--- src/p4t_cfg.svh ---
// Register offsets, field positions and reset values of the port 4 tune/status slice
`ifndef P4T_CFG_SVH
`define P4T_CFG_SVH

// ==========================================================
// Register map
`define P4T_ADDR_W           16
`define P4T_DATA_W           8
`define P4T_SQ_TRIM_OFS      16'h70cc
`define P4T_LINK_STAT_OFS    16'h71c0

// ==========================================================
// Field positions
`define P4T_SQ_TRIM_MSB      2
`define P4T_SQ_TRIM_LSB      0
`define P4T_LINK_STATE_MSB   7
`define P4T_LINK_STATE_LSB   4
`define P4T_LINK_RSVD_BIT    3
`define P4T_LINK_SUB_MSB     2
`define P4T_LINK_SUB_LSB     0

// ==========================================================
// Reset values
`define P4T_SQ_TRIM_RST      3'h0
`define P4T_LINK_STATE_RST   4'h0
`define P4T_LINK_SUB_RST     3'h0
`define P4T_RDATA_RST        8'h00
`define P4T_STEPS_RST        4'h0

`endif

--- src/p4t_pkg.sv ---
// Types shared by the port 4 tune/status slice
package p4t_pkg;

   // ==========================================================
   // Link state codes
   typedef enum logic [3:0] {
      P4T_LS_U0         = 4'h0,
      P4T_LS_U1         = 4'h1,
      P4T_LS_U2         = 4'h2,
      P4T_LS_U3         = 4'h3,
      P4T_LS_DISABLED   = 4'h4,
      P4T_LS_RX_DETECT  = 4'h5,
      P4T_LS_INACTIVE   = 4'h6,
      P4T_LS_POLLING    = 4'h7,
      P4T_LS_RECOVERY   = 4'h8,
      P4T_LS_HOT_RESET  = 4'h9,
      P4T_LS_COMPLIANCE = 4'ha,
      P4T_LS_LOOPBACK   = 4'hb
   } p4t_link_state_type;

   // ==========================================================
   // Squelch trim codes
   typedef enum logic [2:0] {
      P4T_SQ_NOMINAL = 3'h0,
      P4T_SQ_DN_1    = 3'h1,
      P4T_SQ_DN_2    = 3'h2,
      P4T_SQ_DN_3    = 3'h3,
      P4T_SQ_DN_4    = 3'h4,
      P4T_SQ_DN_5    = 3'h5,
      P4T_SQ_UP_2    = 3'h6,
      P4T_SQ_UP_1    = 3'h7
   } p4t_sq_code_type;

endpackage

--- src/p4t_trim_if.sv ---
// Carrier between the register bank and the squelch trim decoder
`timescale 1ns/1ps
`default_nettype none

interface p4t_trim_if;
   logic        [2:0] trim_code;
   logic signed [3:0] trim_steps;

   modport ctrl (output trim_code, input trim_steps);
   modport dec  (input trim_code, output trim_steps);
endinterface

`default_nettype wire

--- src/p4t_sq_decode.sv ---
// Squelch trim code to signed trip point step decoder
`timescale 1ns/1ps
`default_nettype none
`include "p4t_cfg.svh"

module p4t_sq_decode
   import p4t_pkg::*;
(
   input wire logic sys_clk,
   input wire logic resetn,
   p4t_trim_if.dec  tif
);

   // ==========================================================
   // Decode: steps of 12.5 mV, negative lowers the trip point
   function automatic logic signed [3:0] trim_to_steps(input logic [2:0] code);
      logic signed [3:0] s;
      s = 4'sh0;
      case (code)
         P4T_SQ_DN_1: s = -4'sh1;
         P4T_SQ_DN_2: s = -4'sh2;
         P4T_SQ_DN_3: s = -4'sh3;
         P4T_SQ_DN_4: s = -4'sh4;
         P4T_SQ_DN_5: s = -4'sh5;
         P4T_SQ_UP_2: s = 4'sh2;
         P4T_SQ_UP_1: s = 4'sh1;
         default:     s = 4'sh0;
      endcase
      return s;
   endfunction

   logic signed [3:0] steps_nxt;
   logic signed [3:0] steps_r;

   assign steps_nxt = trim_to_steps(tif.trim_code); // RQ2 RQ3

   always_ff @(posedge sys_clk or negedge resetn) begin
      if (!resetn) begin
         steps_r <= `P4T_STEPS_RST;
      end else begin
         steps_r <= steps_nxt;
      end
   end

   assign tif.trim_steps = steps_r;

   // ==========================================================
   // Checks
   chk_lower_step_size: assert property ( // RQ2
      @(posedge sys_clk) disable iff (!resetn)
      (tif.trim_code inside {[3'h1:3'h5]}) |=>
         (steps_r == -$signed({1'b0, $past(tif.trim_code)})))
      else $error("Lowering trim code gave wrong step count");

   chk_raise_steps: assert property ( // RQ3
      @(posedge sys_clk) disable iff (!resetn)
      (tif.trim_code == 3'h6) ##1 (tif.trim_code == 3'h7) |->
         (steps_r == 4'sh2) ##1 (steps_r == 4'sh1))
      else $error("Raising trim codes gave wrong step count");

   chk_nominal_zero: assert property ( // RQ1
      @(posedge sys_clk) disable iff (!resetn)
      (tif.trim_code == 3'h0) |=> (steps_r == 4'sh0))
      else $error("Nominal trim code moved the trip point");

endmodule

`default_nettype wire

--- src/p4t_regs.sv ---
// Port 4 squelch trim and SuperSpeed link status register bank
`timescale 1ns/1ps
`default_nettype none
`include "p4t_cfg.svh"

// How it works
// [RQ1] The trim register keeps a 3-bit squelch trim in bits 2:0 that software writes and reads, code zero meaning the nominal trip point.
// [RQ2] Trim codes one to five lower the trip point by one to five steps of 12.5 mV, giving at most 62.5 mV less.
// [RQ3] Code six raises the trip point by 25 mV and code seven raises it by 12.5 mV.
// [RQ4] Bits 7:3 of the trim register are reserved, read zero and ignore writes, so only the trim bits take a write.
// [RQ5] The link status register is read-only and shows the link state in bits 7:4, zero in bit 3 and the sub-state in bits 2:0.
// [RQ6] The link state code runs from 0 for U0 through 0xB for loopback in the fixed documented order.
// [RQ7] Writes to read-only or reserved bits change nothing, and unmapped or reserved bits read as zero.
module p4t_regs
   import p4t_pkg::*;
(
   input  wire logic                    sys_clk,
   input  wire logic                    resetn,
   input  wire logic [`P4T_ADDR_W-1:0]  reg_addr,
   input  wire logic [`P4T_DATA_W-1:0]  reg_wdata,
   input  wire logic                    reg_wr,
   input  wire logic                    reg_rd,
   output logic      [`P4T_DATA_W-1:0]  reg_rdata,
   input  wire logic [3:0]              link_state_in,
   input  wire logic [2:0]              link_sub_state_in,
   output logic      [2:0]              squelch_threshold_trim,
   output logic signed [3:0]            trip_offset_steps,
   output logic                         link_state_legal
);

   // ==========================================================
   // Address decode
   logic hit_trim;
   logic hit_stat;
   logic trim_we;

   assign hit_trim = (reg_addr == `P4T_SQ_TRIM_OFS);
   assign hit_stat = (reg_addr == `P4T_LINK_STAT_OFS);
   assign trim_we  = reg_wr && hit_trim;

   // ==========================================================
   // Squelch trim register
   logic [2:0] trim_r;
   logic [2:0] trim_nxt;

   // Only bits 2:0 are taken; 7:3 of the write data are dropped
   assign trim_nxt = trim_we ?
      reg_wdata[`P4T_SQ_TRIM_MSB:`P4T_SQ_TRIM_LSB] : trim_r; // RQ1 RQ4

   always_ff @(posedge sys_clk or negedge resetn) begin
      if (!resetn) begin
         trim_r <= `P4T_SQ_TRIM_RST;
      end else begin
         trim_r <= trim_nxt;
      end
   end

   assign squelch_threshold_trim = trim_r;

   // ==========================================================
   // Trim decoder
   p4t_trim_if tif ();

   assign tif.trim_code = trim_r;

   p4t_sq_decode u_sq_decode (
      .sys_clk (sys_clk),
      .resetn  (resetn),
      .tif     (tif)
   );

   assign trip_offset_steps = tif.trim_steps; // RQ2 RQ3

   // ==========================================================
   // Link status capture
   logic [3:0] lstate_r;
   logic [2:0] lsub_r;
   logic       legal_r;
   logic       legal_nxt;

   function automatic logic state_is_legal(input logic [3:0] code);
      return (code <= P4T_LS_LOOPBACK);
   endfunction

   assign legal_nxt = state_is_legal(link_state_in); // RQ6

   // Hardware is the only writer; bus writes never reach these
   always_ff @(posedge sys_clk or negedge resetn) begin
      if (!resetn) begin
         lstate_r <= `P4T_LINK_STATE_RST;
         lsub_r   <= `P4T_LINK_SUB_RST;
         legal_r  <= 1'b1;
      end else begin
         lstate_r <= link_state_in;     // RQ5
         lsub_r   <= link_sub_state_in; // RQ5
         legal_r  <= legal_nxt;
      end
   end

   assign link_state_legal = legal_r;

   // ==========================================================
   // Read data
   logic [7:0] trim_word;
   logic [7:0] stat_word;
   logic [7:0] rd_mux;
   logic [7:0] rdata_r;
   logic [7:0] rdata_nxt;

   assign trim_word = {5'h00, trim_r};                        // RQ4
   assign stat_word = {lstate_r, 1'b0, lsub_r};               // RQ5 RQ7
   assign rd_mux    = hit_trim ? trim_word :
                      hit_stat ? stat_word : 8'h00;           // RQ7
   assign rdata_nxt = reg_rd ? rd_mux : 8'h00;

   always_ff @(posedge sys_clk or negedge resetn) begin
      if (!resetn) begin
         rdata_r <= `P4T_RDATA_RST;
      end else begin
         rdata_r <= rdata_nxt;
      end
   end

   assign reg_rdata = rdata_r;

   // ==========================================================
   // Checks
   chk_trim_write_read: assert property ( // RQ1
      @(posedge sys_clk) disable iff (!resetn)
      trim_we ##1 (reg_rd && hit_trim && !reg_wr) |=>
         (reg_rdata[2:0] == $past(reg_wdata[2:0], 2)))
      else $error("Trim value read back differs from value written");

   chk_trim_reserved_zero: assert property ( // RQ4
      @(posedge sys_clk) disable iff (!resetn)
      (reg_rd && hit_trim) |=>
         (reg_rdata[7:3] == 5'h00) && (reg_rdata[2:0] == $past(trim_r)))
      else $error("Trim register reserved bits not zero");

   chk_trim_holds: assert property ( // RQ4
      @(posedge sys_clk) disable iff (!resetn)
      !trim_we |=> $stable(squelch_threshold_trim))
      else $error("Trim changed without a write to its offset");

   chk_status_layout: assert property ( // RQ5
      @(posedge sys_clk) disable iff (!resetn)
      ##2 (reg_rd && hit_stat) |=>
         (reg_rdata[7:4] == $past(link_state_in, 2)) &&
         (reg_rdata[2:0] == $past(link_sub_state_in, 2)) &&
         !reg_rdata[3])
      else $error("Link status read does not show captured state");

   chk_state_range: assert property ( // RQ6
      @(posedge sys_clk) disable iff (!resetn)
      ##1 1'b1 |-> (link_state_legal == ($past(link_state_in) <= 4'hb)))
      else $error("Link state legality flag wrong");

   chk_status_ro: assert property ( // RQ7
      @(posedge sys_clk) disable iff (!resetn)
      (reg_wr && hit_stat) |=> $stable(squelch_threshold_trim))
      else $error("Write to status offset disturbed the trim");

   chk_unmapped_zero: assert property ( // RQ7
      @(posedge sys_clk) disable iff (!resetn)
      (reg_rd && !hit_trim && !hit_stat) |=> (reg_rdata == 8'h00))
      else $error("Unmapped read returned nonzero data");

   chk_rdata_one_cycle: assert property ( // RQ7
      @(posedge sys_clk) disable iff (!resetn)
      !reg_rd |=> (reg_rdata == 8'h00))
      else $error("Read data present without a read");

endmodule

`default_nettype wire

--- config.mk ---
export PLATFORM = sky130hd
export DESIGN_NAME = p4t_regs
export DESIGN_NICKNAME = d
export VERILOG_FILES = /design/src/p4t_pkg.sv /design/src/p4t_trim_if.sv /design/src/p4t_sq_decode.sv /design/src/p4t_regs.sv
export VERILOG_INCLUDE_DIRS = /design/src /design/src/src
export SDC_FILE = /design/constraint.sdc
export NUM_CORES = 1
export LEC_CHECK = 0
export ABC_AREA = 1
export BUFFER_PORTS_ARGS = -buffer_cell sky130_fd_sc_hd__buf_2
export CORE_MARGIN = 4
export CORE_UTILIZATION = 48
export CTS_BUF_LIST = sky130_fd_sc_hd__clkbuf_4 sky130_fd_sc_hd__clkbuf_8
export CTS_CLUSTER_DIAMETER = 120
export CTS_CLUSTER_SIZE = 14
export DETAILED_ROUTE_END_ITERATION = 7
export GPL_TIMING_DRIVEN = 0
export PLACE_DENSITY = 0.92
export SETUP_SLACK_MARGIN = 0.4
export SLEW_MARGIN = 20
export SYNTH_ARGS = -nofsm -noshare
export SYNTH_HDL_FRONTEND = slang
export SYNTH_SLANG_ARGS = --single-unit
--- constraint.sdc ---
create_clock -name sys_clk -period 2 [get_ports sys_clk]
set_clock_uncertainty 0.2 [all_clocks]
set_input_delay 0.3 -clock sys_clk [delete_from_list [all_inputs] [get_ports sys_clk]]
set_output_delay 0.3 -clock sys_clk [all_outputs]
set_load 0.05 [all_outputs]
==> results of run 1 <==
[cells by family after synthesis]
| kind of cell | count (synthesis) |
|---|---|
| AOI/OAI and AO/OA | 2 |
| xor gates and xnor gates | 1 |
| buffers and inverters | 14 |
| DFF | 22 |
| other | 1 |
| and+or+nand+nor | 57 |
[registers in the layout (all words and copies together) (netlist names)]
register                    cells
u_sq_decode.tif.trim_steps      4
reg_rdata                       7
lsub_r                          3
lstate_r                        4
squelch_threshold_trim          3
link_state_legal                1
[cell type report]
type | count | area share [%]
Inverter | 12 | 3.43
Timing Repair Buffer | 52 | 23.4
Tap cell | 25 | 2.38
Buffer | 2 | 0.856
Clock buffer | 3 | 1.71
Sequential cell | 22 | 42.2
Multi-Input combinational cell | 61 | 23.8
Clock inverter | 1 | 2.28
[metal layers]
metal / wire [µm] / part of all wire [%] / vias up / global-route usage (%)
met2: 1170 / 57 / 33 / 35.6
met4: 46 / 2.2 / 0 / 8.73
met3: 119 / 5.8 / 6 / 3.15
met1: 721 / 35 / 379 / 18.5
li1: - / - / 408 / -
met5: 0 / 0 / - / 0
[how the worst max path moves through the flow]
stage                     depth (start not counted)                      start                             to  slack [ns]
after floorplan                                   3  squelch_threshold_trim[2]  u_sq_decode.tif.trim_steps[2]        0.58
after global placement                            7                reg_addr[1]      squelch_threshold_trim[2]        0.67
after detailed placement                          7                reg_addr[5]      squelch_threshold_trim[2]        0.62
after CTS                                         1  squelch_threshold_trim[0]      squelch_threshold_trim[0]        0.42
after global routing                              1  squelch_threshold_trim[2]      squelch_threshold_trim[2]        0.42
final                                             1           link_state_legal               link_state_legal        0.46
[cells in the final DEF (no fill, tap or decap)]
cell type	count
clkbuf_4	5
inv_1	11
dfrtp_2	2
dfrtp_1	19
xor2_1	1
dfstp_2	1
or2_2	1
clkbuf_1	1
bufinv_16	1
nand2_2	4
nand3_2	1
nand3_1	3
nor2_2	2
o21ai_0	2
nor2_4	2
buf_2	41
nand4_1	7
nand2_1	25
dlygate4sd3_1	8
nor2_8	1
inv_2	1
nor2_1	11
buf_4	2
conb_1	1
[per-stage QoR]
step,hold slack (ns),util [%],setup WS [ns],cells,power [mW]
after floorplan,-0.196,-,0.584,97,0.491
after CTS,0.0429,74.1,0.418,178,0.874
after global routing,0.0569,74.5,0.419,178,0.904
after global placement,0.0642,66.5,0.666,166,0.533
after detailed placement,0.0715,66.5,0.620,166,0.538
final,0.0422,74.5,0.459,178,0.872
[worst reg2reg max path: stages, from the launching register on]
cell and delay [ns]:
dfrtp_1 0.43, inv_1 0.07, or2_2 0.28, o21ai_0 0.16
[power groups by stage]
stage	Combinational [mW]	Sequential (mW)	Clock, mW
CTS	0.0852	0.456	0.332
global placement	0.0686	0.464	0
finish	0.0850	0.456	0.331
global route	0.0961	0.458	0.350
floorplan	0.0231	0.468	0
detailed placement	0.0726	0.465	0
[timing repair]
item | CTS | global route
hold buffers | 8 | 0
gates resized for setup | 1 | 4
pin swaps | 0 | 0
hold endpoints to repair | 29 | 0
setup endpoints to repair | 1 | 2
buffers inserted | 0 | 0
==> impl_results.md, run 1 <==
* Core Area at 1760 µm²
* Sequential-to-total area share from yosys stat at 59.9%
* Post-synthesis instance area at 921 µm²
* WL per Instance at 11.5 µm
* Crit path largest cell delay at 0.55 ns
* Syn Inst Count at 97
* Area leader, netlist: dfrtp_1
* Peak Freq at 0.649 GHz
* Sink Count at 22
* FILL cells at 141
* WHS Path Cells at 3
* Post-DP Area at 1170 µm²
* Status: finished clean
* Max Cap Viol at 0
* Synth Area in XOR/XNOR at 0.951%
* DRT iter0 DRCs at 11
* Gr ovfl total at 0
* Mux cell area share after synthesis at 0%
* Top-count cell post-synth: nand2_1
* Dpl hpwl at 1580 µm
* CTS clk-pin slew, worst paths at 0.12 ns
* Internal power at 0.696 mW
* Kind of critical path: flop to output port
* Adder-Cell Fraction of Synth Area at 0%
* Total detailed-routing wirelength at 2050 µm
* Register bit total from synthesis at 22
* Top cells by count, synth: nand2_1 (25), dfrtp_1 (21), inv_1 (11), nor2_1 (11), nand4_1 (7)
* Max VDD drop at 0.000364 V
* Top_reg_cell synth: dfrtp_1
* I/O Buffers at 44
* EDFF count, synth at 0
* Skew-Pair Late Insertion Delay at 0.30 ns
* Final setup fails at 0
* Sequential Power Share at 52.3%
* DIE HEIGHT at 51.8 µm
* Arrival time worst endpoint at 1.04 ns
* Via-per-instance ratio at 4.64
* WHS Endpoint: squelch_threshold_trim[1]
* Post-route cell area at 1320 µm²
* FF-to-FF End: u_sq_decode.tif.trim_steps[2]
* Reg2Reg Depth at 3
* Final Slew Violations at 0
* Antenna violations before repair at 0
* Setup tns final at 0 ns
* Synth Area in Compound Gates at 1.09%
* Worst-path cell chain: buf_4
* Die width at 51.8 µm
* Clk buf depth at 2
* Minimum clock period at 1.54 ns
* P&R area growth vs syn at 42.8%
* Hold crit path type: input pin to flop
* Antenna-violating nets left at 0
* Worst Path Buf+Inv at 1
* First-pass GRT wire length at 3650 µm
* Leak pwr at 0.781 nW
* Row count at 15
* Sw power at 0.176 mW
* Multi-input gate area at 313 µm²
* R2R Setup Slk at 0.77 ns
* Worst Path Required at 1.50 ns
* CTS Buf Count at 3
* Die area at 2680 µm²
* TritonCTS clock tree: yes
* Vias in the first global route at 893
* Critical path launch point type: flop
* PD cells at 663 nW/µm²
* IO Count at 51
* H-Tree Depth at 1
* Largest family of logic cells by synthesized area: simple AND/OR/NAND/NOR gates
* Share of cells above drive strength 1 at 41.8%
* Clock root cell: clkbuf_4
* Critical path peak fanout at 1
* CP delay by family, top: flip-flops
* Logic pwr share at 9.7%
* Post-synth top area share at 57.1%
* Via count at 826
* DRC violations left at 0
* Largest net degree at the start of global routing at 23
* Simple-gate share of the synthesized area at 31.5%
* Slowest CP cell: dfstp_2
* Share of flip-flops with an asynchronous set or reset at 100%
* Crit end category: output port
* Mapped Nets at 132
* Antenna cells at 0
* Synth warnings at 0
* Gp weighted congestion at 0.718
* Fin crit share at 77.1%
* Syn_area_per_cell at 9.49 µm²
* Register area at 554 µm²
* Final hold vios at 0
* Yosys cell types at 19
* RSZ-0062 raised after global routing: no
* DR pass1 iterations at 4
* Synth area leaders: dfrtp_1 (57%), nand2_1 (10%), nand4_1 (4.8%), inv_1 (4.5%), nor2_1 (4.5%)
* Reg2Reg Launch Point: squelch_threshold_trim[2]
* Nets at 189
* Min-delay src: reg_wdata[1]
* GR Util All Layers at 18.3%
* Part of the power in the clock network at 37.9%
* Starting density of the core at 52.2%
* Switching Share at 20.1%
(Power assumes the default switching activity.)
==> run 2, diff against run 1 <==
- CORE_ASPECT_RATIO: unset -> 0.6
- CORE_UTILIZATION: 48 -> 40
- PLACE_DENSITY: 0.92 -> 0.82
- clock period: 2 -> 1.4 ns (I/O delays scaled with it)
==> impl_results.md, run 2 (synthesis results as in run 1) <==
* Nets at 197
* Share of cells above drive strength 1 at 60.9%
* Skew-Pair Late Insertion Delay at 0.26 ns
* DR pass1 iterations at 4
* R2R Setup Slk at 0.23 ns
* Vias in the first global route at 845
* Arrival time worst endpoint at 0.95 ns
* IO Count at 51
* Clock root cell: clkbuf_8
* RSZ-0062 raised after global routing: yes
* Crit end category: output port
* First-pass GRT wire length at 3710 µm
* GR Util All Layers at 15.9%
* Antenna violations before repair at 0
* Final setup fails at 0
* Kind of critical path: flop to output port
* Total chip power at 1.26 mW
* Critical path launch point type: flop
* CP delay by family, top: flip-flops
* Worst Path Required at 0.99 ns
* Worst Hold Slack at -0.302 ns
* Final hold vios at 22
* Starting density of the core at 42.3%
* Worst-path cell chain: buf_8
* Dpl hpwl at 1670 µm
* Crit path largest cell delay at 0.54 ns
* Clk buf depth at 2
* Leak pwr at 0.883 nW
* TritonCTS clock tree: yes
* DRT iter0 DRCs at 24
* Total detailed-routing wirelength at 2560 µm
* Final Slew Violations at 0
* DIE HEIGHT at 45.2 µm
* H-Tree Depth at 1
* Via count at 881
* Status: complete, but fails checks
* Gr ovfl total at 0
* P&R area growth vs syn at 80.3%
* Critical path peak fanout at 1
* Slowest CP cell: dfstp_2
* Die area at 3160 µm²
* Sink Count at 22
* CTS Buf Count at 3
* Antenna-violating nets left at 0
* Hold crit path type: input pin to asynchronous set/reset pin
* Peak Freq at 0.736 GHz
* CTS clk-pin slew, worst paths at 0.07 ns
* Max reg flops at 7
* Via-per-instance ratio at 4.61
* Row count at 13
* Antenna cells at 0
* Max VDD drop at 0.000597 V
* PD cells at 758 nW/µm²
* Setup tns final at 0 ns
* WL per Instance at 13.4 µm
* I/O Buffers at 44
* Hold_buf cts at 7
* Worst Path Buf+Inv at 1
* Max Cap Viol at 0
* Core Area at 2180 µm²
* Die width at 69.9 µm
* DRC violations left at 0
* Fin crit share at 97.1%
* Gp weighted congestion at 0.688
* Most frequent cells in the layout: buf_6 (27), buf_2 (22), dfrtp_1 (18), nand2_1 (16), nand2_2 (10)
* Failing checks: hold timing
* FILL cells at 153
* Most common cell after layout, fill and taps aside: buf_6
* Minimum clock period at 1.36 ns
* Largest net degree at the start of global routing at 23
[run 2: cell types whose count changed in the layout (fill, tap and decap cells not counted), moves of 6 or more]
cell | before | now
nor2_4 | 2 | 8
buf_6 | 0 | 27
nand2_1 | 25 | 16
nand2_2 | 4 | 10
buf_2 | 41 | 22
nor2_1 | 11 | 4
[run 2: repair_timing]
action                                  4_1_cts  5_1_grt
cloned                                        0        1
endpoints found under the hold margin        31       22
pin swaps                                     6       23
resized for setup                            42       26
endpoints found under the setup margin       21       28
buffers inserted                              7        1
[run 2: where the power goes]
| group | internal (mW) | total [mW] | switching (mW) |
|---|---|---|---|
| clock | 0.251 | 0.448 | 0.197 |
| combinational | 0.0763 | 0.159 | 0.0827 |
| sequential | 0.648 | 0.652 | 0.00426 |
[run 2: layout make-up]
cell class	instances	area, µm²	share of cell area [%]
Clock buffer	4	55.1	3.32
Timing Repair Buffer	59	514	31.0
Buffer	2	11.3	0.678
Tap cell	30	37.5	2.26
Sequential cell	22	556	33.5
Inverter	12	50.0	3.01
Multi-Input combinational cell	62	437	26.3
[run 2: final timing paths]
kind | startpoint | end | cells after the start
max | link_state_legal | link_state_legal | 1
min | resetn | u_sq_decode.tif.trim_steps[1] | 1
max reg2reg | squelch_threshold_trim[1] | u_sq_decode.tif.trim_steps[2] | 3
min reg2reg | lsub_r[2] | reg_rdata[2] | 2
max in group asynchronous | resetn | link_state_legal | 1
min in group sys_clk | reg_wdata[0] | squelch_threshold_trim[0] | 3
[run 2: per-layer routing]
layer,GRT usage [%],vias up,part of all wire [%]
met2,32.1,33,57
li1,-,428,-
met5,0,-,0
met4,2.29,0,2.0
met1,15.7,411,34
met3,7.11,9,7.4
[run 2: per-stage QoR]
| stage | setup WS [ns] | cell area, µm² | hold slack (ns) | instances | utilization, % |
|---|---|---|---|---|---|
| 3_5_place_dp | 0.110 | 1230 | -0.00686 | 171 | 56.3 |
| 6_report | 0.0413 | 1660 | -0.302 | 191 | 76.2 |
| 4_1_cts | 0.0332 | 1540 | -0.289 | 189 | 70.5 |
| 5_1_grt | 0.00645 | 1660 | -0.274 | 191 | 76.2 |
| 3_3_place_gp | 0.166 | 1230 | -0.0209 | 171 | 56.3 |
| 2_1_floorplan | 0.208 | 970 | -0.286 | 97 | - |
